===== config.mk =====
export PLATFORM = sky130hd
export DESIGN_NAME = sbm_sequencer
export DESIGN_NICKNAME = d
export VERILOG_FILES = /design/src/sbm_pkg.sv /design/src/sbm_averager.sv /design/src/sbm_sequencer.sv
export VERILOG_INCLUDE_DIRS = /design/src /design/src/src
export SDC_FILE = /design/constraint.sdc
export NUM_CORES = 2
export LEC_CHECK = 0
export ABC_AREA = 1
export ABC_CLOCK_PERIOD_IN_PS = 14500
export BUFFER_PORTS_ARGS = -buffer_cell sky130_fd_sc_hd__buf_4
export CAP_MARGIN = 20
export CORE_MARGIN = 2
export CORE_UTILIZATION = 60
export CTS_BUF_LIST = sky130_fd_sc_hd__clkbuf_16
export DETAILED_ROUTE_END_ITERATION = 16
export PLACE_DENSITY_LB_ADDON = 0.12
export SLEW_MARGIN = 20
export SYNTH_ARGS = -nofsm -noshare
export SYNTH_HDL_FRONTEND = slang
export SYNTH_SLANG_ARGS = --single-unit
export TNS_END_PERCENT = 20

===== constraint.sdc =====
create_clock -name clk_in -period 14.5 [get_ports clk_in]
set_input_delay 4.35 -clock clk_in [delete_from_list [all_inputs] [get_ports clk_in]]
set_output_delay 4.35 -clock clk_in [all_outputs]
set_load 0.03 [all_outputs]

===== src/sbm_params.svh =====
`ifndef SBM_PARAMS_SVH
`define SBM_PARAMS_SVH

// ==========================================================
// Register offsets
`define SBM_ADDR_CONFIG 8'h00
`define SBM_ADDR_SHUNT 8'h01
`define SBM_ADDR_BUS 8'h02
`define SBM_ADDR_POWER 8'h03
`define SBM_ADDR_CURRENT 8'h04
`define SBM_ADDR_CALIB 8'h05
`define SBM_ADDR_MASK 8'h06
`define SBM_ADDR_LIMIT 8'h07

// ==========================================================
// Configuration fields
`define SBM_CFG_MODE_LSB 0
`define SBM_CFG_AVG_LSB 9
`define SBM_CFG_RESET 16'h4127
`define SBM_CFG_WMASK 16'h0fff

// ==========================================================
// Mask/enable fields
`define SBM_ME_SHUNT_OVER 15
`define SBM_ME_SHUNT_UNDER 14
`define SBM_ME_BUS_OVER 13
`define SBM_ME_BUS_UNDER 12
`define SBM_ME_POWER_OVER 11
`define SBM_ME_READY_EN 10
`define SBM_ME_AFF 4
`define SBM_ME_CONVERSION_READY_FLAG 3
`define SBM_ME_POLARITY 1
`define SBM_ME_LATCH 0
`define SBM_ME_WMASK 16'hfc03
`define SBM_ME_RESET 16'h0000

// ==========================================================
// Arithmetic scaling and timing
`define SBM_CURRENT_SHIFT 11
`define SBM_POWER_SHIFT 12
`define SBM_BUS_BITS 15
`define SBM_CLK_MHZ 250
`define SBM_PD_RECOVER_NS 40000
`define SBM_PD_RECOVER_CYC ((`SBM_PD_RECOVER_NS * `SBM_CLK_MHZ + 999) / 1000)

`endif


===== src/sbm_pkg.sv =====
package sbm_pkg;

  // Sequencer states
  typedef enum logic [2:0] {
    SBM_S_PD,
    SBM_S_RECOVER,
    SBM_S_IDLE,
    SBM_S_REQ,
    SBM_S_WAIT,
    SBM_S_FINISH
  } sbm_state_t;

  // Alert function chosen by the enable bits
  typedef enum logic [2:0] {
    SBM_F_NONE,
    SBM_F_SHUNT_OVER,
    SBM_F_SHUNT_UNDER,
    SBM_F_BUS_OVER,
    SBM_F_BUS_UNDER,
    SBM_F_POWER_OVER
  } sbm_func_t;

endpackage : sbm_pkg


===== src/sbm_averager.sv =====
`timescale 1ns/1ps
`default_nettype none

// ==========================================================
// Sample accumulator with power-of-two averaging
module sbm_averager #(
  parameter int W = 16,
  parameter int MAX_SHIFT = 10
) (
  input wire logic clk_in,
  input wire logic rst_n_in,
  input wire logic clear_in,
  input wire logic add_in,
  input wire logic signed [W-1:0] value_in,
  input wire logic [3:0] shift_in,
  output logic signed [W-1:0] avg_out
);

  localparam int AW = W + MAX_SHIFT;

  // Refuse sizes that the 4-bit shift input cannot serve
  if (W < 2 || MAX_SHIFT < 1 || MAX_SHIFT > 15) begin : g_param_check
    $error("sbm_averager: unsupported width or shift");
  end

  logic signed [AW-1:0] acc_q;
  logic signed [AW-1:0] acc_d;
  logic signed [AW-1:0] shifted_w;

  // Clear has priority; a new run never inherits old samples
  assign acc_d = clear_in ? '0 :
                 add_in ? acc_q + AW'(value_in) : acc_q;
  assign shifted_w = acc_q >>> shift_in;
  assign avg_out = shifted_w[W-1:0];

  always_ff @(posedge clk_in or negedge rst_n_in) begin
    if (!rst_n_in) begin
      acc_q <= '0;
    end else begin
      acc_q <= acc_d;
    end
  end

endmodule : sbm_averager

`default_nettype wire


===== src/sbm_sequencer.sv =====
`timescale 1ns/1ps
`default_nettype none
`include "sbm_params.svh"

module sbm_sequencer import sbm_pkg::*; #(
  parameter int RECOVER_CYCLES = `SBM_PD_RECOVER_CYC,
  parameter int MAX_AVG_SHIFT = 10
) (
  input wire logic clk_in,
  input wire logic rst_n_in,
  input wire logic reg_wr_in,
  input wire logic reg_rd_in,
  input wire logic [7:0] reg_addr_in,
  input wire logic [15:0] reg_wdata_in,
  output logic [15:0] reg_rdata_out,
  output logic adc_start_out,
  output logic adc_sel_bus_out,
  output logic adc_abort_out,
  input wire logic adc_done_in,
  input wire logic [15:0] adc_data_in,
  output logic alert_out,
  output logic alert_oe_out,
  output logic busy_out
);

  // The recovery counter is 14 bits wide; longer waits need a wider one
  if (RECOVER_CYCLES < 1 || RECOVER_CYCLES > 16384 ||
      MAX_AVG_SHIFT != 10) begin : g_param_check
    $error("sbm_sequencer: unsupported parameter values");
  end

  // ========================================================
  // Helper functions

  // Averaging code to shift: 1,4,16,64,128,256,512,1024 samples
  function automatic logic [3:0] avg_shift(input logic [2:0] code);
    case (code)
      3'h0: avg_shift = 4'h0;
      3'h1: avg_shift = 4'h2;
      3'h2: avg_shift = 4'h4;
      3'h3: avg_shift = 4'h6;
      default: avg_shift = 4'(code) + 4'h3;
    endcase
  endfunction : avg_shift

  // Both mode bits clear means power-down
  function automatic logic mode_is_pd(input logic [2:0] mode);
    mode_is_pd = (mode[1:0] == 2'h0);
  endfunction : mode_is_pd

  // ========================================================
  // Registers
  logic [15:0] cfg_q;
  logic [15:0] me_ctl_q;
  logic [15:0] limit_q;
  logic [15:0] calib_q;
  logic cal_loaded_q;
  logic [15:0] shunt_res_q;
  logic [15:0] bus_res_q;
  logic [15:0] current_res_q;
  logic [15:0] power_res_q;
  logic conversion_ready_flag_q;
  logic conversion_ready_flag_d;
  logic aff_q;
  logic aff_d;
  logic [15:0] rdata_q;
  logic [15:0] rdata_d;

  sbm_state_t state_q;
  sbm_state_t state_d;
  logic conv_bus_q;
  logic conv_bus_d;
  logic [10:0] samp_cnt_q;
  logic [10:0] samp_cnt_d;
  logic [13:0] rec_cnt_q;
  logic [13:0] rec_cnt_d;
  logic signed [15:0] cur_samp_q;

  // ========================================================
  // Register access decode
  wire cfg_wr_w = reg_wr_in && reg_addr_in == `SBM_ADDR_CONFIG;
  wire calib_wr_w = reg_wr_in && reg_addr_in == `SBM_ADDR_CALIB;
  wire me_wr_w = reg_wr_in && reg_addr_in == `SBM_ADDR_MASK;
  wire limit_wr_w = reg_wr_in && reg_addr_in == `SBM_ADDR_LIMIT;
  wire me_rd_w = reg_rd_in && reg_addr_in == `SBM_ADDR_MASK;
  wire [2:0] new_mode_w = reg_wdata_in[`SBM_CFG_MODE_LSB +: 3];
  wire new_pd_w = mode_is_pd(new_mode_w);

  // Mode fields of the live configuration
  wire [2:0] mode_w = cfg_q[`SBM_CFG_MODE_LSB +: 3];
  wire shunt_en_w = mode_w[0];
  wire bus_en_w = mode_w[1];
  wire cont_w = mode_w[2];
  wire [3:0] shift_w = avg_shift(cfg_q[`SBM_CFG_AVG_LSB +: 3]);
  wire [10:0] samp_target_w = 11'h1 << shift_w;

  // ========================================================
  // Conversion results and background arithmetic
  wire wait_w = state_q == SBM_S_WAIT;
  wire shunt_done_w = wait_w && adc_done_in && !conv_bus_q;
  wire bus_done_w = wait_w && adc_done_in && conv_bus_q;
  wire signed [15:0] shunt_samp_w = adc_data_in;
  // Bus code is unsigned, 1.25mV per count up to 40.96V
  wire [15:0] bus_samp_w = {1'b0, adc_data_in[`SBM_BUS_BITS-1:0]};
  wire signed [32:0] cur_prod_w = shunt_samp_w * $signed({1'b0, calib_q});
  wire signed [32:0] cur_scl_w = cur_prod_w >>> `SBM_CURRENT_SHIFT;
  // No calibration yet means current is held at zero
  wire signed [15:0] cur_calc_w =
    cal_loaded_q ? cur_scl_w[15:0] : 16'sh0000;
  // Power reuses the current from the latest shunt sample
  wire signed [32:0] pwr_prod_w = cur_samp_q * $signed({1'b0, bus_samp_w});
  wire signed [32:0] pwr_scl_w = pwr_prod_w >>> `SBM_POWER_SHIFT;
  wire signed [15:0] pwr_calc_w =
    cal_loaded_q ? pwr_scl_w[15:0] : 16'sh0000;

  // ========================================================
  // Averagers for shunt, bus, current and power
  wire acc_clr_w = cfg_wr_w || state_q == SBM_S_FINISH;
  wire [3:0] acc_add_w;
  wire signed [15:0] acc_val_w [4];
  wire signed [15:0] acc_avg_w [4];
  assign acc_add_w = {bus_done_w, shunt_done_w, bus_done_w, shunt_done_w};
  assign acc_val_w[0] = shunt_samp_w;
  assign acc_val_w[1] = bus_samp_w;
  assign acc_val_w[2] = cur_calc_w;
  assign acc_val_w[3] = pwr_calc_w;

  // Every conversion feeds its running sum; no output yet
  genvar gi;
  generate
    for (gi = 0; gi < 4; gi++) begin : g_avg
      sbm_averager #(
        .W(16),
        .MAX_SHIFT(MAX_AVG_SHIFT)
      ) u_avg (
        .clk_in(clk_in),
        .rst_n_in(rst_n_in),
        .clear_in(acc_clr_w),
        .add_in(acc_add_w[gi]),
        .value_in(acc_val_w[gi]),
        .shift_in(shift_w),
        .avg_out(acc_avg_w[gi])
      );
    end
  endgenerate

  // ========================================================
  // Conversion sequencer
  wire last_samp_w = samp_cnt_q + 11'h1 == samp_target_w;
  wire samp_end_w = bus_done_w || (shunt_done_w && !bus_en_w);

  always_comb begin
    state_d = state_q;
    conv_bus_d = conv_bus_q;
    samp_cnt_d = samp_cnt_q;
    rec_cnt_d = rec_cnt_q;
    if (cfg_wr_w) begin
      // Any non-power-down configuration write restarts, even with the same mode
      samp_cnt_d = 11'h0;
      conv_bus_d = !new_mode_w[0];
      rec_cnt_d = 14'h0;
      if (new_pd_w) begin
        state_d = SBM_S_PD;
      end else if (state_q == SBM_S_PD || state_q == SBM_S_RECOVER) begin
        state_d = SBM_S_RECOVER;
      end else begin
        state_d = SBM_S_REQ;
      end
    end else begin
      case (state_q)
        SBM_S_PD: state_d = SBM_S_PD;
        SBM_S_RECOVER: begin
          // Analog front end settles before any conversion
          rec_cnt_d = rec_cnt_q + 14'h1;
          if (rec_cnt_q == 14'(RECOVER_CYCLES - 1)) begin
            state_d = SBM_S_REQ;
          end
        end
        SBM_S_IDLE: state_d = SBM_S_IDLE;
        SBM_S_REQ: state_d = SBM_S_WAIT;
        SBM_S_WAIT: begin
          if (shunt_done_w && bus_en_w) begin
            conv_bus_d = 1'b1;
            state_d = SBM_S_REQ;
          end else if (samp_end_w) begin
            conv_bus_d = !shunt_en_w;
            if (last_samp_w) begin
              samp_cnt_d = 11'h0;
              state_d = SBM_S_FINISH;
            end else begin
              samp_cnt_d = samp_cnt_q + 11'h1;
              state_d = SBM_S_REQ;
            end
          end
        end
        SBM_S_FINISH: begin
          // Continuous modes loop, triggered modes stop after one set
          state_d = cont_w ? SBM_S_REQ : SBM_S_IDLE;
        end
        default: state_d = SBM_S_IDLE;
      endcase
    end
  end

  always_ff @(posedge clk_in or negedge rst_n_in) begin
    if (!rst_n_in) begin
      state_q <= SBM_S_REQ;
      conv_bus_q <= 1'b0;
      samp_cnt_q <= 11'h0;
      rec_cnt_q <= 14'h0;
    end else begin
      state_q <= state_d;
      conv_bus_q <= conv_bus_d;
      samp_cnt_q <= samp_cnt_d;
      rec_cnt_q <= rec_cnt_d;
    end
  end

  // Request strobes toward the converter
  assign adc_start_out = state_q == SBM_S_REQ && !cfg_wr_w;
  assign adc_sel_bus_out = conv_bus_q;
  assign adc_abort_out = cfg_wr_w;
  assign busy_out = state_q == SBM_S_REQ || wait_w ||
                    state_q == SBM_S_FINISH;

  // ========================================================
  // Result registers: only written with a completed average
  wire finish_w = state_q == SBM_S_FINISH && !cfg_wr_w;

  always_ff @(posedge clk_in or negedge rst_n_in) begin
    if (!rst_n_in) begin
      shunt_res_q <= 16'h0000;
      bus_res_q <= 16'h0000;
      current_res_q <= 16'h0000;
      power_res_q <= 16'h0000;
      cur_samp_q <= 16'sh0000;
    end else begin
      if (shunt_done_w) begin
        cur_samp_q <= cur_calc_w;
      end
      if (finish_w && shunt_en_w) begin
        shunt_res_q <= acc_avg_w[0];
        current_res_q <= acc_avg_w[2];
      end
      if (finish_w && bus_en_w) begin
        bus_res_q <= acc_avg_w[1];
        power_res_q <= acc_avg_w[3];
      end
    end
  end

  // ========================================================
  // Host-writable registers stay live in every mode
  always_ff @(posedge clk_in or negedge rst_n_in) begin
    if (!rst_n_in) begin
      cfg_q <= `SBM_CFG_RESET;
      me_ctl_q <= `SBM_ME_RESET;
      limit_q <= 16'h0000;
      calib_q <= 16'h0000;
      cal_loaded_q <= 1'b0;
    end else begin
      if (cfg_wr_w) begin
        cfg_q <= reg_wdata_in & `SBM_CFG_WMASK;
      end
      if (me_wr_w) begin
        me_ctl_q <= reg_wdata_in & `SBM_ME_WMASK;
      end
      if (limit_wr_w) begin
        limit_q <= reg_wdata_in;
      end
      if (calib_wr_w) begin
        calib_q <= reg_wdata_in;
        cal_loaded_q <= 1'b1;
      end
    end
  end

  // ========================================================
  // Alert function select, highest enable bit wins
  wire [4:0] fn_en_w = me_ctl_q[`SBM_ME_SHUNT_OVER:`SBM_ME_POWER_OVER];
  sbm_func_t fn_w;
  assign fn_w = fn_en_w[4] ? SBM_F_SHUNT_OVER :
                fn_en_w[3] ? SBM_F_SHUNT_UNDER :
                fn_en_w[2] ? SBM_F_BUS_OVER :
                fn_en_w[1] ? SBM_F_BUS_UNDER :
                fn_en_w[0] ? SBM_F_POWER_OVER : SBM_F_NONE;

  // Compare at the conversion that produced the watched value
  wire signed [15:0] lim_s_w = limit_q;
  wire fn_shunt_w = fn_w == SBM_F_SHUNT_OVER || fn_w == SBM_F_SHUNT_UNDER;
  wire fn_busside_w = fn_w == SBM_F_BUS_OVER || fn_w == SBM_F_BUS_UNDER ||
                      fn_w == SBM_F_POWER_OVER;
  wire cmp_now_w = (fn_shunt_w && shunt_done_w) ||
                   (fn_busside_w && bus_done_w);
  wire hit_w = (fn_w == SBM_F_SHUNT_OVER && shunt_samp_w > lim_s_w) ||
               (fn_w == SBM_F_SHUNT_UNDER && shunt_samp_w < lim_s_w) ||
               (fn_w == SBM_F_BUS_OVER && bus_samp_w > limit_q) ||
               (fn_w == SBM_F_BUS_UNDER && bus_samp_w < limit_q) ||
               (fn_w == SBM_F_POWER_OVER && pwr_calc_w > lim_s_w);
  wire latch_w = me_ctl_q[`SBM_ME_LATCH];
  wire flag_clr_w = cfg_wr_w || me_rd_w;

  // ========================================================
  // Status flags; a set in the clearing cycle is kept
  always_comb begin
    conversion_ready_flag_d = conversion_ready_flag_q;
    if ((cfg_wr_w && !new_pd_w) || me_rd_w) begin
      conversion_ready_flag_d = 1'b0;
    end
    if (finish_w) begin
      conversion_ready_flag_d = 1'b1;
    end
    aff_d = aff_q;
    if (latch_w) begin
      if (flag_clr_w) begin
        aff_d = 1'b0;
      end
      if (cmp_now_w && hit_w) begin
        aff_d = 1'b1;
      end
    end else if (cmp_now_w) begin
      aff_d = hit_w;
    end
  end

  always_ff @(posedge clk_in or negedge rst_n_in) begin
    if (!rst_n_in) begin
      conversion_ready_flag_q <= 1'b0;
      aff_q <= 1'b0;
    end else begin
      conversion_ready_flag_q <= conversion_ready_flag_d;
      aff_q <= aff_d;
    end
  end

  // ========================================================
  // Open-drain alert: drive low while the pin is at its low level
  wire alert_act_w = (aff_q && fn_w != SBM_F_NONE) ||
                     (conversion_ready_flag_q && me_ctl_q[`SBM_ME_READY_EN]);
  wire alert_pol_w = me_ctl_q[`SBM_ME_POLARITY];
  assign alert_out = 1'b0;
  assign alert_oe_out = alert_act_w ^ alert_pol_w;

  // ========================================================
  // Read data; reads change nothing but the two status flags
  wire [15:0] me_rd_val_w = me_ctl_q |
    (16'(aff_q) << `SBM_ME_AFF) | (16'(conversion_ready_flag_q) << `SBM_ME_CONVERSION_READY_FLAG);

  always_comb begin
    rdata_d = rdata_q;
    if (reg_rd_in) begin
      case (reg_addr_in)
        `SBM_ADDR_CONFIG: rdata_d = cfg_q;
        `SBM_ADDR_SHUNT: rdata_d = shunt_res_q;
        `SBM_ADDR_BUS: rdata_d = bus_res_q;
        `SBM_ADDR_POWER: rdata_d = power_res_q;
        `SBM_ADDR_CURRENT: rdata_d = current_res_q;
        `SBM_ADDR_CALIB: rdata_d = calib_q;
        `SBM_ADDR_MASK: rdata_d = me_rd_val_w;
        `SBM_ADDR_LIMIT: rdata_d = limit_q;
        default: rdata_d = 16'h0000;
      endcase
    end
  end

  always_ff @(posedge clk_in or negedge rst_n_in) begin
    if (!rst_n_in) begin
      rdata_q <= 16'h0000;
    end else begin
      rdata_q <= rdata_d;
    end
  end

  assign reg_rdata_out = rdata_q;

endmodule : sbm_sequencer

`default_nettype wire


* After elaboration in Yosys (flattened, before gate mapping)
Index checks and enable logic that the tools add are counted.
Storage, ports and cells: flip-flop bits (word level) 285, latch bits 0, RAM bits 0, ROM bits 0, input bits 45, output and inout bits 22, memories 0
Cells by class: add/sub/neg operators 7, $mul 2, div/mod/pow operators 0, magnitude comparators 5, equal/unequal tests 25, shift-type cells 5, muxes and demuxes 43, bitwise gates (word level) 3, reductions and logical operators 64
Operators by type and width (number):
- $mux 26 | 8
- $pmux 16 s8 | 1
- $sshr 26x4->16 | 4
- $add 26x26->26 | 3
- $mux 11 | 5
- $eq 8x3->1 const B | 4
- $gt 16x16->1 | 2
- $mux 16 | 2
- $mux 3 | 10
- $mul 16x16->28 | 1
- $mux 14 | 2
- $mul 16x17->27 | 1
- $add 26x15->26 | 1
- $logic_and 1x1->1 | 25
- $eq 8x2->1 const B | 2
- $gt 15x16->1 | 1
- $logic_or 1x1->1 | 16
- $lt 15x16->1 | 1
- $lt 16x16->1 | 1
- $or 16x4->16 | 1
- $or 16x5->16 | 1
- $pmux 4 s4 | 1
- $eq 3x2->1 const B | 5
- $pmux 3 s5 | 1
- other kinds (24) | 55

* Longest topological paths before layout
depth after elaboration 14, depth in mapped cells 42

* Hierarchy
A second synthesis with hierarchy kept.
Unflattened totals: cell total of the unflattened synthesis 6098, area, all modules 41457.3 um^2
Modules (own cells, without submodules):
- sbm_sequencer | instances 1, cells an instance 3381, area each 26392.8 um^2, seq. area each 4539.4 um^2
- sbm_averager (g_avg[1].u_avg ...) | instances 3, cells an instance 680, area each 3762.4 um^2, seq. area each 650.6 um^2
- sbm_averager (g_avg[0].u_avg) | instances 1, cells an instance 677, area each 3777.4 um^2, seq. area each 650.6 um^2

* Worst setup path before layout
Ideal clock, no wire load.
path type input to register, start point input adc_data_in[1], end point register g_avg[2].u_avg.acc_q[22], arrival time 10952 ps, setup slack 3420 ps, stages 39, cell sequence clkbuf_1 > buf_1 > nand2_1 > fa_1 > inv_1 > fa_1 > inv_1 > fa_1 > inv_1 > fa_1 > fa_1 > inv_1 > fa_1 > inv_1 > ha_1 > inv_1 > o21ai_0 > a21oi_1 > [... 3 more ...] > inv_1 > nand2_1 > nand2_1 > nand3_1 > inv_1 > ha_1 > nand2_1 > nor2_1 > inv_1 > nor2_1 > nand4_1 > nand3_1 > nand2_1 > nand2_1 > a21o_1 > a21oi_1 > o21ai_1 > o21ai_0
Between the ends: longest elaborated chain between the ends 5
RTL lines:
- start: declaration | RTL line sbm_sequencer.sv:20 | input wire logic [15:0] adc_data_in,
- $mul 16x17->27 | RTL line sbm_sequencer.sv:105 | wire signed [32:0] cur_prod_w = shunt_samp_w * $signed({1'b0, calib_q});
- $mux 16 | RTL line sbm_sequencer.sv:109 | cal_loaded_q ? cur_scl_w[15:0] : 16'sh0000;
- net cur_calc_w[15] | RTL line sbm_sequencer.sv:108 | wire signed [15:0] cur_calc_w =
- $add 26x26->26 | RTL line sbm_averager.sv:32 | add_in ? acc_q + AW'(value_in) : acc_q;
- $mux 26 | RTL line sbm_averager.sv:32
- $mux 26 | RTL line sbm_averager.sv:31 | assign acc_d = clear_in ? '0 :
- end signal: assignment | RTL line sbm_averager.sv:38 | acc_q <= '0;
- end signal: assignment | RTL line sbm_averager.sv:40 | acc_q <= acc_d;
- end: declaration | RTL line sbm_averager.sv:26 | logic signed [AW-1:0] acc_q;
The timed path passes the listed nets, and every way through them passes these cells. The select of a mux whose other input is x is not followed. A chain may end at the register's enable or synchronous reset.

* Final worst setup path
start point input adc_data_in[1], end point register g_avg[3].u_avg.acc_q[17]
Between the ends: longest elaborated chain between the ends 5
RTL lines:
- $mul 16x16->28 | RTL line sbm_sequencer.sv:111 | wire signed [32:0] pwr_prod_w = cur_samp_q * $signed({1'b0, bus_samp_w});
- $mux 16 | RTL line sbm_sequencer.sv:114 | cal_loaded_q ? pwr_scl_w[15:0] : 16'sh0000;
- $add 26x26->26 | RTL line sbm_averager.sv:32
- $mux 26 | RTL line sbm_averager.sv:32
- $mux 26 | RTL line sbm_averager.sv:31
- end signal: assignment | RTL line sbm_averager.sv:38
- end signal: assignment | RTL line sbm_averager.sv:40
- end: declaration | RTL line sbm_averager.sv:26
No other way between the ends. The select of a mux whose other input is x is not followed.

==> results.yml <==
floorplan:
  io_pins: 67
  start_util: 0.6081
  rows: 92
  core_um2: 63310
  die-area_um2: 66210
  die_w_um: 257.3
  die_h_um: 257.3
clock_network:
  clk_pin_slew_ps: 70
  cts_sinks: 285
  cts-root-buf: "clkbuf_16"
  clk_latency_ps: 610
  htree_levels: 1
  postCtsSetupBuffers: 0
  cts_resized: 0
  cts_hold_buf: 0
  clock_path_buffers: 3
  cts_tree: "done"
  cts_buffers: 31
grt:
  grt.total_usage: 0.3597
  grt_max_degree: 98
  grt_pass1_wl_mm: 188.1
  grt_pass1_vias: 34361
  antenna_found_initial: 9
  grt_overflow: 0
timing:
  layout_min_cycle_time_ps: 11950
  slew_headroom: 0.2789
  slew_violations: 0
  setup_tns_ps: 0
  fin_crit_sh: 0.8241
  clock_skew_ps: 44.28
  setup_viol: 0
  hold_viol: 0
  tightest_slew_ps: 1082
  fmax_mhz: 83.68
  rsz0062_at_grt: "no"
critical_path:
  cp-start-kind: "input pin"
  reg2reg_depth: 29
  crit_type: "input pin to register"
  crit_buf_inv: 4
  r2r_end: "g_avg[3].u_avg.acc_q[17]$_DFFE_PN0P_"
  r2r_start: "cur_samp_q[15]$_DFFE_PN0P_"
  cpPeakStageDelay_ps: 780
  reg2reg_slack_ps: 6100
  cp_top_family: "adder cells"
  critPathRequiredTime_ps: 15030
  crit_fanout: 35
  setup.worst_path.end_class: "register"
  critPathArrivalTime_ps: 12480
  cp_slowest_cell: "fa_1"
yosys:
  synth_cell_type_count: 65
  ys_seq_area_frac: 0.1855
  synthCells: 5447
  synth_nets: 6183
  async_reset_ff_frac: 1.000
  synth_warnings: 0
  synth_ff_type: "dfrtp_1"
  synth_area_leaders: "fa_1 (21%), dfrtp_1 (18%), nand2_1 (14%)"
  synth_area_leader_cell: "fa_1"
  synth_edf_count: 0
  synth_top_area_share: 0.2111
  synth_area_um2: 38500
  synth_seq_cells: 285
  syn_area_per_cell_um2: 7.068
final_layout:
  n_fill_cell: 5838
  drive_gt1_frac: 0.04136
  nNetsFinal: 6079
  areaGrowthSynthToFinish_pct: 5.089
  num_antenna_cells: 0
route:
  vias_per_cell: 5.702
  via_count: 35430
  ant_nets: 0
  wl_per_cell_um: 18.92
  drtPass1Iterations: 8
  drt-total-wl_mm: 117.5
  drt_iter0_drc: 3583
  route.detailed.drc: 0
placed_design:
  io_buffers: 65
  dpl.hpwl_mm: 89.74
  gp_congestion: 0.9997
worst_hold_path:
  hold_end: "cfg_q[14]$_DFFE_PN1P_"
  min_path_cells: 2
  min-delay-start: "cfg_q[14]$_DFFE_PN1P_"
  hold_class: "register to register"
run:
  maxCapViolations: 0
run_status:
  status: "finished clean"
==> per-layer routing <==
layer / wire length, um / GRT usage / up-vias
li1: - / - / 16805
met1: 49910 / 0.5059 / 16869
met2: 52740 / 0.5755 / 1504
met3: 10790 / 0.05634 / 246
met4: 4063 / 0.1076 / 6
met5: 46 / 0 / -
==> layout by cell type (no fill, tap or decap), drive strengths merged, types with 16 or more instances in the layout <==
cell and n:
a21o 28, a21oi 263, a22oi 21, a2bb2oi 21
a31oi 16, buf 90, clkbuf 31, dfrtp 277
fa 406, ha 285, inv 1168, nand2 1444
nand3 143, nand4 27, nor2 252, nor3 53
nor4 20, o21ai 527, o21bai 18, o22ai 71
or2 19, xnor2 22, xor2 21
==> logic make-up after synthesis <==
| logic type | share of synthesized area |
|---|---|
| simple gates | 0.2073 |
| buf+inv | 0.1373 |
| compound gates | 0.1552 |
| fa+ha+maj | 0.3037 |
| flops | 0.1855 |
| xor+xnor | 0.009782 |
| mux | 0.001072 |
| other cells | 0.00009740 |
==> flip-flops by register name (all words and copies together), names as in the netlist, 14 cells and up <==
register           flops
g_avg.u_avg.acc_q    104
bus_res_q             16
calib_q               16
cur_samp_q            16
current_res_q         16
lim_s_w               16
power_res_q           16
reg_rdata_out         16
shunt_res_q           16
rec_cnt_q             14
==> worst max path at each step <==
stage	from	endpoint	slack (ps)	depth (start not counted)
after detailed placement	adc_data_in[1]	g_avg[3].u_avg.acc_q[17]$_DFFE_PN0P_	2070	29
after global placement	adc_data_in[1]	g_avg[3].u_avg.acc_q[17]$_DFFE_PN0P_	2150	29
after CTS	adc_data_in[1]	g_avg[3].u_avg.acc_q[17]$_DFFE_PN0P_	2670	30
after floorplan	adc_data_in[1]	g_avg[2].u_avg.acc_q[22]$_DFFE_PN0P_	3420	39
after global routing	adc_data_in[1]	g_avg[3].u_avg.acc_q[17]$_DFFE_PN0P_	2050	30
final	adc_data_in[1]	g_avg[3].u_avg.acc_q[17]$_DFFE_PN0P_	2550	30
==> synthesized netlist by cell type, drive strengths merged, types with 22 or more instances <==
cell / number
ha: 285
nand4: 27
nand3: 143
o21ai: 527
o22ai: 71
fa: 406
nor2: 252
inv: 1163
nand2: 1444
dfrtp: 277
a21oi: 263
buf: 53
nor3: 53
clkbuf: 174
a21o: 28
xnor2: 22
==> layout make-up <==
class	count	area (um^2)	share of cell area
Tap cell	846	1059	0.02616
Sequential cell	285	7143	0.1766
Inverter	1165	4375	0.1081
Multi-Input combinational cell	3770	26090	0.6447
Timing Repair Buffer	90	683.2	0.01689
Clock buffer	31	775.7	0.01917
Clock inverter	27	337.8	0.008350
==> worst register-to-register path: cells and delay by family, from the launching register on <==
family	cells	cell delay [ps]
AOI/OAI and AO/OA	9	1940
adders and majority gates	8	3930
buffers and inverters	3	180
DFF	1	730
and+or+nand+nor	9	1530
==> metrics by stage <==
stage | cells | hold slack [ps] | utilization | area, um^2 | setup WS, ps
after detailed placement | 6156 | 455.9 | 0.6214 | 39340 | 2071
final | 6214 | 475.6 | 0.6391 | 40460 | 2550
after global routing | 6214 | 503.1 | 0.6391 | 40460 | 2049
after global placement | 6156 | 448.7 | 0.6214 | 39340 | 2150
after CTS | 6214 | 466.2 | 0.6390 | 40460 | 2672
after floorplan | 5447 | 436.9 | - | 38500 | 3420
Power is not shown: default switching activity piles up to over one toggle a cycle in this logic, so the estimate is an artifact.
